===== src/design/svd_pkg.sv =====
// Package for the space vector duty calculator: constants and carrier types
package svd_pkg;

  // Data widths
  localparam int SVD_VW = 16;   // Signed alpha/beta input width
  localparam int SVD_DW = 16;   // Unsigned duty width, full scale = one period

  // Fixed-point constants (Q1.15 style, 1.0 == 2**15)
  localparam logic [15:0] SVD_HALF_SQRT3 = 16'h6ed9; // sqrt(3)/2 * 2**15
  localparam logic [15:0] SVD_FULL       = 16'h8000; // One normalised period

  // Reset values
  localparam logic [15:0] SVD_DUTY_RST   = 16'h4000; // Half period: zero output voltage
  localparam logic [2:0]  SVD_SECT_RST   = 3'h1;

  // Pipeline latency in cycles from input strobe to result ready
  localparam int SVD_LAT = 3;

  // Input voltage vector
  typedef struct packed {
    logic signed [15:0] alpha;
    logic signed [15:0] beta;
  } svd_vec_t;

  // Three phase duties
  typedef struct packed {
    logic [15:0] phase_a_duty;
    logic [15:0] phase_b_duty;
    logic [15:0] phase_c_duty;
  } svd_duty_t;

  // Compute state machine
  typedef enum logic [1:0] {
    SVD_IDLE  = 2'b00,
    SVD_AXIS  = 2'b01,
    SVD_TIME  = 2'b10,
    SVD_DONE  = 2'b11
  } svd_state_t;

endpackage


===== src/design/svd_axis.sv =====
// Modified inverse Clarke transform: alpha/beta to three axis values
`timescale 1ns/1ps
module svd_axis
  import svd_pkg::*;
(
  // Clock and reset
  input  wire logic                mclk_i,
  input  wire logic                rst_i,
  // Vector in
  input  wire svd_pkg::svd_vec_t   vec_i,
  // Axis values out, registered
  output logic signed [17:0]       axis_one_value_o,
  output logic signed [17:0]       axis_two_value_o,
  output logic signed [17:0]       axis_three_value_o
);
  import svd_pkg::*;

  logic signed [33:0] prod_ab;
  logic signed [17:0] half_beta;
  logic signed [17:0] root_alpha;

  // Half root three alpha, truncated back to input scale
  assign prod_ab    = 34'(vec_i.alpha) * 34'($signed({1'b0, SVD_HALF_SQRT3}));
  assign root_alpha = prod_ab[32:15];
  assign half_beta  = 18'(vec_i.beta) >>> 1;

  // One cycle: three axes formed together
  always_ff @(posedge mclk_i or posedge rst_i) begin
    if (rst_i) begin
      axis_one_value_o   <= '0;
      axis_two_value_o   <= '0;
      axis_three_value_o <= '0;
    end else begin
      axis_one_value_o   <= 18'(vec_i.beta);
      axis_two_value_o   <= root_alpha - half_beta;
      axis_three_value_o <= -root_alpha - half_beta;
    end
  end

endmodule


===== src/design/svd_duty_calc.sv =====
// Space vector duty calculator top: sector pick, on-times, duties, period latch
//
// Summary of operation
// Find the hexagon sector first; use only its two adjacent active vectors.
// Sector one uses patterns 100 and 110 plus both zero patterns.
// Phase duty sums bit times on-time plus all-high bit times half zero time.
// Zero time splits evenly; the all-low half adds nothing.
// First active, second active and zero times together make one period.
// Zero time is one minus both active times; lowest phase gets half of it.
// Middle phase is lowest plus second time; highest is middle plus first.
// Three axis values come from alpha and beta by modified inverse Clarke.
// Two axes bound to the sector give the active times; third points opposite.
// Bound axes map to phases per sector, chosen from the axis signs.
// Active times follow the sine-rule forms; the axis values realise them.
// Period is center aligned in seven segments, mirrored about the middle.
// Never command both switches of one leg on together.
// Clamp duties to one period and publish them only at a period boundary.
`timescale 1ns/1ps
module svd_duty_calc
  import svd_pkg::*;
(
  // Clock and reset
  input  wire logic                mclk_i,
  input  wire logic                rst_i,
  // Voltage vector from the regulators
  input  wire svd_pkg::svd_vec_t   vec_i,
  input  wire logic                vec_valid_i,
  output logic                     vec_ready_o,
  // Period boundary from the PWM timer
  input  wire logic                period_start_i,
  // Duties to the PWM timer
  output svd_pkg::svd_duty_t       duty_o,
  output logic                     duty_update_o,
  output logic [2:0]               sector_o,
  // Phase leg commands at the given counter position
  input  wire logic [15:0]         pwm_count_i,
  output logic [2:0]               leg_high_o,
  output logic [2:0]               leg_low_o
);
  import svd_pkg::*;

  svd_state_t         state_ff;
  svd_vec_t           vec_ff;
  logic signed [17:0] ax1;
  logic signed [17:0] ax2;
  logic signed [17:0] ax3;
  logic [2:0]         sector_ff;
  logic [17:0]        t_first_ff;
  logic [17:0]        t_second_ff;
  logic [2:0]         hi_ph_ff;
  logic [2:0]         mid_ph_ff;
  svd_duty_t          calc_ff;
  logic               pend_ff;
  svd_duty_t          duty_ff;
  logic               upd_ff;
  logic [2:0]         nxt_sector;
  logic [17:0]        nxt_first;
  logic [17:0]        nxt_second;
  logic [2:0]         nxt_hi;
  logic [2:0]         nxt_mid;

  // Clamp a signed intermediate into 0..full period
  function automatic logic [15:0] clamp_duty(input logic signed [19:0] v);
    logic [15:0] r;
    r = '0;
    if (v < 0)
      r = '0;
    else if (v > 20'(SVD_FULL))
      r = SVD_FULL;
    else
      r = v[15:0];
    return r;
  endfunction

  // Positive part of an axis value; negative values floor at zero
  function automatic logic [17:0] pos_part(input logic signed [17:0] v);
    logic [17:0] r;
    r = '0;
    r = (v < 0) ? 18'h00000 : v;
    return r;
  endfunction

  svd_axis u_axis (
    .mclk_i             (mclk_i),
    .rst_i              (rst_i),
    .vec_i              (vec_ff),
    .axis_one_value_o   (ax1),
    .axis_two_value_o   (ax2),
    .axis_three_value_o (ax3)
  );

  // Accept a new vector only when idle
  assign vec_ready_o = (state_ff == SVD_IDLE);

  // Sector pick from axis signs; one-hot phase ids a=100 b=010 c=001
  always_comb begin
    nxt_sector = SVD_SECT_RST;
    nxt_first  = '0;
    nxt_second = '0;
    nxt_hi     = 3'h4;
    nxt_mid    = 3'h2;
    case ({ax3 < 0, ax2 < 0, ax1 < 0})
      // Sector 1: vectors 100, 110; a>b>c
      3'b100: begin
        nxt_sector = 3'h1;
        nxt_first  = pos_part(ax2);
        nxt_second = pos_part(ax1);
        nxt_hi     = 3'h4;
        nxt_mid    = 3'h2;
      end
      // Sector 2: vectors 110, 010; b>a>c
      3'b110: begin
        nxt_sector = 3'h2;
        nxt_first  = pos_part(-ax2);
        nxt_second = pos_part(-ax3);
        nxt_hi     = 3'h2;
        nxt_mid    = 3'h4;
      end
      // Sector 3: vectors 010, 011; b>c>a
      3'b010: begin
        nxt_sector = 3'h3;
        nxt_first  = pos_part(ax1);
        nxt_second = pos_part(ax3);
        nxt_hi     = 3'h2;
        nxt_mid    = 3'h1;
      end
      // Sector 4: vectors 011, 001; c>b>a
      3'b011: begin
        nxt_sector = 3'h4;
        nxt_first  = pos_part(-ax1);
        nxt_second = pos_part(-ax2);
        nxt_hi     = 3'h1;
        nxt_mid    = 3'h2;
      end
      // Sector 5: vectors 001, 101; c>a>b
      3'b001: begin
        nxt_sector = 3'h5;
        nxt_first  = pos_part(ax3);
        nxt_second = pos_part(ax2);
        nxt_hi     = 3'h1;
        nxt_mid    = 3'h4;
      end
      // Sector 6: vectors 101, 100; a>c>b
      3'b101: begin
        nxt_sector = 3'h6;
        nxt_first  = pos_part(-ax3);
        nxt_second = pos_part(-ax1);
        nxt_hi     = 3'h4;
        nxt_mid    = 3'h1;
      end
      // Zero vector, no axis negative: all times zero, sector 1
      default: begin
        nxt_sector = SVD_SECT_RST;
      end
    endcase
  end

  // Sequencer: capture, axis, time, done
  always_ff @(posedge mclk_i or posedge rst_i) begin
    if (rst_i) begin
      state_ff <= SVD_IDLE;
      vec_ff   <= '0;
    end else begin
      case (state_ff)
        SVD_IDLE: begin
          if (vec_valid_i) begin
            vec_ff   <= vec_i;
            state_ff <= SVD_AXIS;
          end
        end
        SVD_AXIS: state_ff <= SVD_TIME;
        SVD_TIME: state_ff <= SVD_DONE;
        SVD_DONE: state_ff <= SVD_IDLE;
        default:  state_ff <= SVD_IDLE;
      endcase
    end
  end

  // Register sector and active times once axes are valid
  always_ff @(posedge mclk_i or posedge rst_i) begin
    if (rst_i) begin
      sector_ff   <= SVD_SECT_RST;
      t_first_ff  <= '0;
      t_second_ff <= '0;
      hi_ph_ff    <= 3'h4;
      mid_ph_ff   <= 3'h2;
    end else if (state_ff == SVD_TIME) begin
      sector_ff   <= nxt_sector;
      t_first_ff  <= nxt_first;
      t_second_ff <= nxt_second;
      hi_ph_ff    <= nxt_hi;
      mid_ph_ff   <= nxt_mid;
    end
  end

  // Duty build; overmodulation drives zero time negative, clamp handles it
  logic signed [19:0] zero_t;
  logic signed [19:0] low_d;
  logic signed [19:0] mid_d;
  logic signed [19:0] high_d;
  assign zero_t = 20'(SVD_FULL) - 20'(t_first_ff) - 20'(t_second_ff);
  assign low_d  = zero_t >>> 1;
  assign mid_d  = low_d + 20'(t_second_ff);
  assign high_d = mid_d + 20'(t_first_ff);

  // Route lowest, middle, highest onto phases a, b, c
  always_ff @(posedge mclk_i or posedge rst_i) begin
    if (rst_i) begin
      calc_ff <= {3{SVD_DUTY_RST}};
      pend_ff <= 1'b0;
    end else begin
      if (state_ff == SVD_DONE) begin
        calc_ff.phase_a_duty <= hi_ph_ff[2] ? clamp_duty(high_d) :
                                mid_ph_ff[2] ? clamp_duty(mid_d) : clamp_duty(low_d);
        calc_ff.phase_b_duty <= hi_ph_ff[1] ? clamp_duty(high_d) :
                                mid_ph_ff[1] ? clamp_duty(mid_d) : clamp_duty(low_d);
        calc_ff.phase_c_duty <= hi_ph_ff[0] ? clamp_duty(high_d) :
                                mid_ph_ff[0] ? clamp_duty(mid_d) : clamp_duty(low_d);
      end
      // A fresh result wins over a boundary in the same cycle
      if (state_ff == SVD_DONE)
        pend_ff <= 1'b1;
      else if (period_start_i)
        pend_ff <= 1'b0;
    end
  end

  // Publish only at the period boundary so a running pattern stays intact
  always_ff @(posedge mclk_i or posedge rst_i) begin
    if (rst_i) begin
      duty_ff <= {3{SVD_DUTY_RST}};
      upd_ff  <= 1'b0;
    end else begin
      upd_ff <= period_start_i && pend_ff;
      if (period_start_i && pend_ff)
        duty_ff <= calc_ff;
    end
  end

  assign duty_o        = duty_ff;
  assign duty_update_o = upd_ff;
  assign sector_o      = sector_ff;

  // Center aligned compare: the period opens at the top of the up-down count,
  // so the high duty phase turns on first: 000-first-second-111, mirror
  logic [2:0] leg_on_ff;
  always_ff @(posedge mclk_i or posedge rst_i) begin
    if (rst_i) begin
      leg_on_ff <= 3'h0;
    end else begin
      leg_on_ff[2] <= (pwm_count_i < duty_ff.phase_a_duty);
      leg_on_ff[1] <= (pwm_count_i < duty_ff.phase_b_duty);
      leg_on_ff[0] <= (pwm_count_i < duty_ff.phase_c_duty);
    end
  end

  // Low switch is the exact complement; both on is impossible
  assign leg_high_o = leg_on_ff;
  assign leg_low_o  = ~leg_on_ff;

endmodule


===== config.mk =====
export PLATFORM = sky130hd
export DESIGN_NAME = svd_duty_calc
export DESIGN_NICKNAME = d
export VERILOG_FILES = /design/src/design/svd_pkg.sv /design/src/design/svd_axis.sv /design/src/design/svd_duty_calc.sv
export SDC_FILE = /design/constraint.sdc
export NUM_CORES = 1
export LEC_CHECK = 0
export BUFFER_PORTS_ARGS = -buffer_cell sky130_fd_sc_hd__buf_4
export CAP_MARGIN = 0
export CORE_MARGIN = 1
export CORE_UTILIZATION = 58
export CTS_CLUSTER_SIZE = 20
export DETAILED_ROUTE_END_ITERATION = 7
export HOLD_SLACK_MARGIN = 0.12
export PLACE_DENSITY = 0.84
export SLEW_MARGIN = 20
export SYNTH_ARGS = -nofsm -noshare
export SYNTH_HDL_FRONTEND = slang
export SYNTH_SLANG_ARGS = --single-unit
export TNS_END_PERCENT = 30

===== constraint.sdc =====
create_clock -name mclk_i -period 8.6 [get_ports mclk_i]
set_input_delay 2.15 -clock mclk_i [delete_from_list [all_inputs] [get_ports mclk_i]]
set_output_delay 2.15 -clock mclk_i [all_outputs]
set_load 0.02 [all_outputs]

==> impl_metrics.ini <==
[clocking]
clk_latency_ps = 590
cts_tree = yes
h-tree-depth = 1
clock_tree.buffer_depth = 3
numCtsBuffers = 28
cts-root-buf = clkbuf_16
cts_sinks = 229
post_cts_buffers = 0
holdBufCountCts = 0
clk_pin_slew_ps = 60

[global_route]
grt_overflow = 0
grt_pass1_vias = 19000
antenna_found_initial = 1
grtUsageTotal_pct = 31.9
grt_max_degree = 97
grt_pass1_wl_microns = 98100

[flow_run]
drv_cap = 0

[die]
core_sq_um = 37600
die_x_microns = 197
rows = 71
fp.dieArea_sq_um = 38800
die_h_microns = 197
initial_core_util_pct = 58.7
io_pins = 111

[logic_synthesis]
avgSynthCellArea_sq_um = 9.11
syn_inst = 2421
ys.flop_type = dfrtp_1
synth.most_common_cell = inv_1
synth_area_sq_um = 22100
synth-edff-count = 0
netlist.top_cell.by_area = dfrtp_1
synth-async-reset-ratio_pct = 100
syn-num-nets = 2882
synth_area_leaders = dfrtp_1 25%, ha_1 16%, fa_1 12%
ys_seq_area_share_pct = 26.0
synthDistinctLibCells = 87
synth_top_area_share_pct = 24.9
ys_ff_latch = 229
synth_commonest_cells = 394 x inv_1, 281 x ha_1, 220 x dfrtp_1, 148 x nand2_1, 141 x o21ai_0
yosys_warnings = 0

[worst_setup_path]
max_stage_delay_ps = 460
crit_required_ps = 9090
critPathSlowestCell = dfrtp_1
cp-start-kind = register
cp_common_cell = inv_1
worstSetupEndpointType = register
cp_max_fo = 8
path_class = register to register
cp_num_buf_inv = 4
cp_data_arrival_time_ps = 8670
cp_top_family = simple AND/OR/NAND/NOR gates

[finish]
diodes = 0
finalNetCount = 2982
multi_input_comb_area_sq_um = 14600
fill_cells = 2993
fin_util_pct = 65.1
register_area_sq_um = 5740
fin_area_sq_um = 24400
area_growth_pct = 10.8
layout-drive-gt1-share_pct = 10.4

[place]
dpl-instance-area_sq_um = 23500
pre_cts_ws_ps = 108
hpwl_microns = 48700
place_congestion = 0.981
portBuffers = 110

[routing]
finalWirelength_microns = 61800
drtIter0Drc = 1552
drc = 0
viasPerCell = 6.16
dr.pass1.iters = 8
vias = 18800
ant_nets = 0
detail_route.wl_per_cell_microns = 20.2

[outcome]
status = finished clean

[timing]
fin_crit_sh_pct = 95.1
worst_pin_slew_ps = 1110
setup_slack_ps = 417
whs_ps = 403
relSlewSlack_pct = 25.7
hold_violations = 0
finClkSkew_ps = 37.7
drv_slew = 0
fin_crit_ps = 8180
finalSetupViolCount = 0
max_freq_ghz = 0.122

[worst_hold_path]
hold_path_class = register to register
sequential cells by signal, indices dropped and copies added, names as in the netlist:
register	cells
state_ff	2
sector_o	3
duty_update_o	1
calc_ff	48
t_first_ff	17
u_axis.axis_one_value_o	16
duty_o	48
pend_ff	1
hi_ph_ff	3
leg_high_o	3
mid_ph_ff	3
u_axis.axis_three_value_o	18
vec_ff	32
t_second_ff	17
u_axis.axis_two_value_o	17
cell families (layout without fill, tap and decap cells):
family | Yosys count | after routing | synth area share [%]
simple gates | 530 | 530 | 11.8
mux | 42 | 42 | 2.11
compound gates | 614 | 614 | 19.1
flops | 229 | 229 | 26.0
xor+xnor | 138 | 138 | 5.61
fa+ha+maj | 410 | 410 | 27.6
buf+inv | 458 | 579 | 7.84
final timing paths:
check	startpoint	end	slack, ps	cells past startpoint
setup reg to reg	t_first_ff[2]	calc_ff[13]	420	28
min in group asynchronous	rst_i	t_second_ff[1]	1690	2
max in group asynchronous	rst_i	vec_ff[31]	5670	3
hold / removal	vec_ff[0]	u_axis.axis_one_value_o[0]	400	0
hold reg to reg	vec_ff[0]	u_axis.axis_one_value_o[0]	400	0
setup / recovery	t_first_ff[2]	calc_ff[13]	420	28
what timing repair did:
item,CTS,global route
endpoints found under the setup margin,0,8
endpoints found under the hold margin,0,0
gates resized for setup,0,5
cells in the final DEF, fill, tap and decap left out, types with 32 or more instances in the layout:
master   netlist  routed
a21o_1        44      44
a21oi_1      105     105
buf_4          0     131
dfrtp_1      220     220
fa_1         128     128
ha_1         281     280
inv_1        394     392
mux2_2        37      37
nand2_1      148     148
nand3_1       43      43
nor2_1       117     117
nor3_1        50      50
o21ai_0      141     141
o22ai_1       42      42
xnor2_1      103     102
xor2_1        32      32
routing by layer:
metal	up-vias	wire length (microns)	GRT usage [%]	part of all wire (%)
met1	9136	24600	39.3	40
met3	194	3740	3.67	6.0
met4	0	3170	15.8	5.1
met5	-	0	0	0
met2	799	30300	55.6	49
li1	8675	-	-	-
area by class of cell:
cell class	instances	area share, %
Sequential cell	229	23.5
Timing Repair Buffer	132	4.07
Clock buffer	36	3.23
Clock inverter	15	0.614
Tap cell	511	2.62
Multi-Input combinational cell	1734	59.9
Inverter	396	6.12
metrics by stage:
stage	cells	TNS, ps
global placement	3002	0
finish	3053	0
CTS	3053	0
detailed placement	3002	0
global route	3053	-6.84
floorplan	2421	0
Power is not shown: default switching activity piles up to over one toggle a cycle in this logic, so the estimate is an artifact.
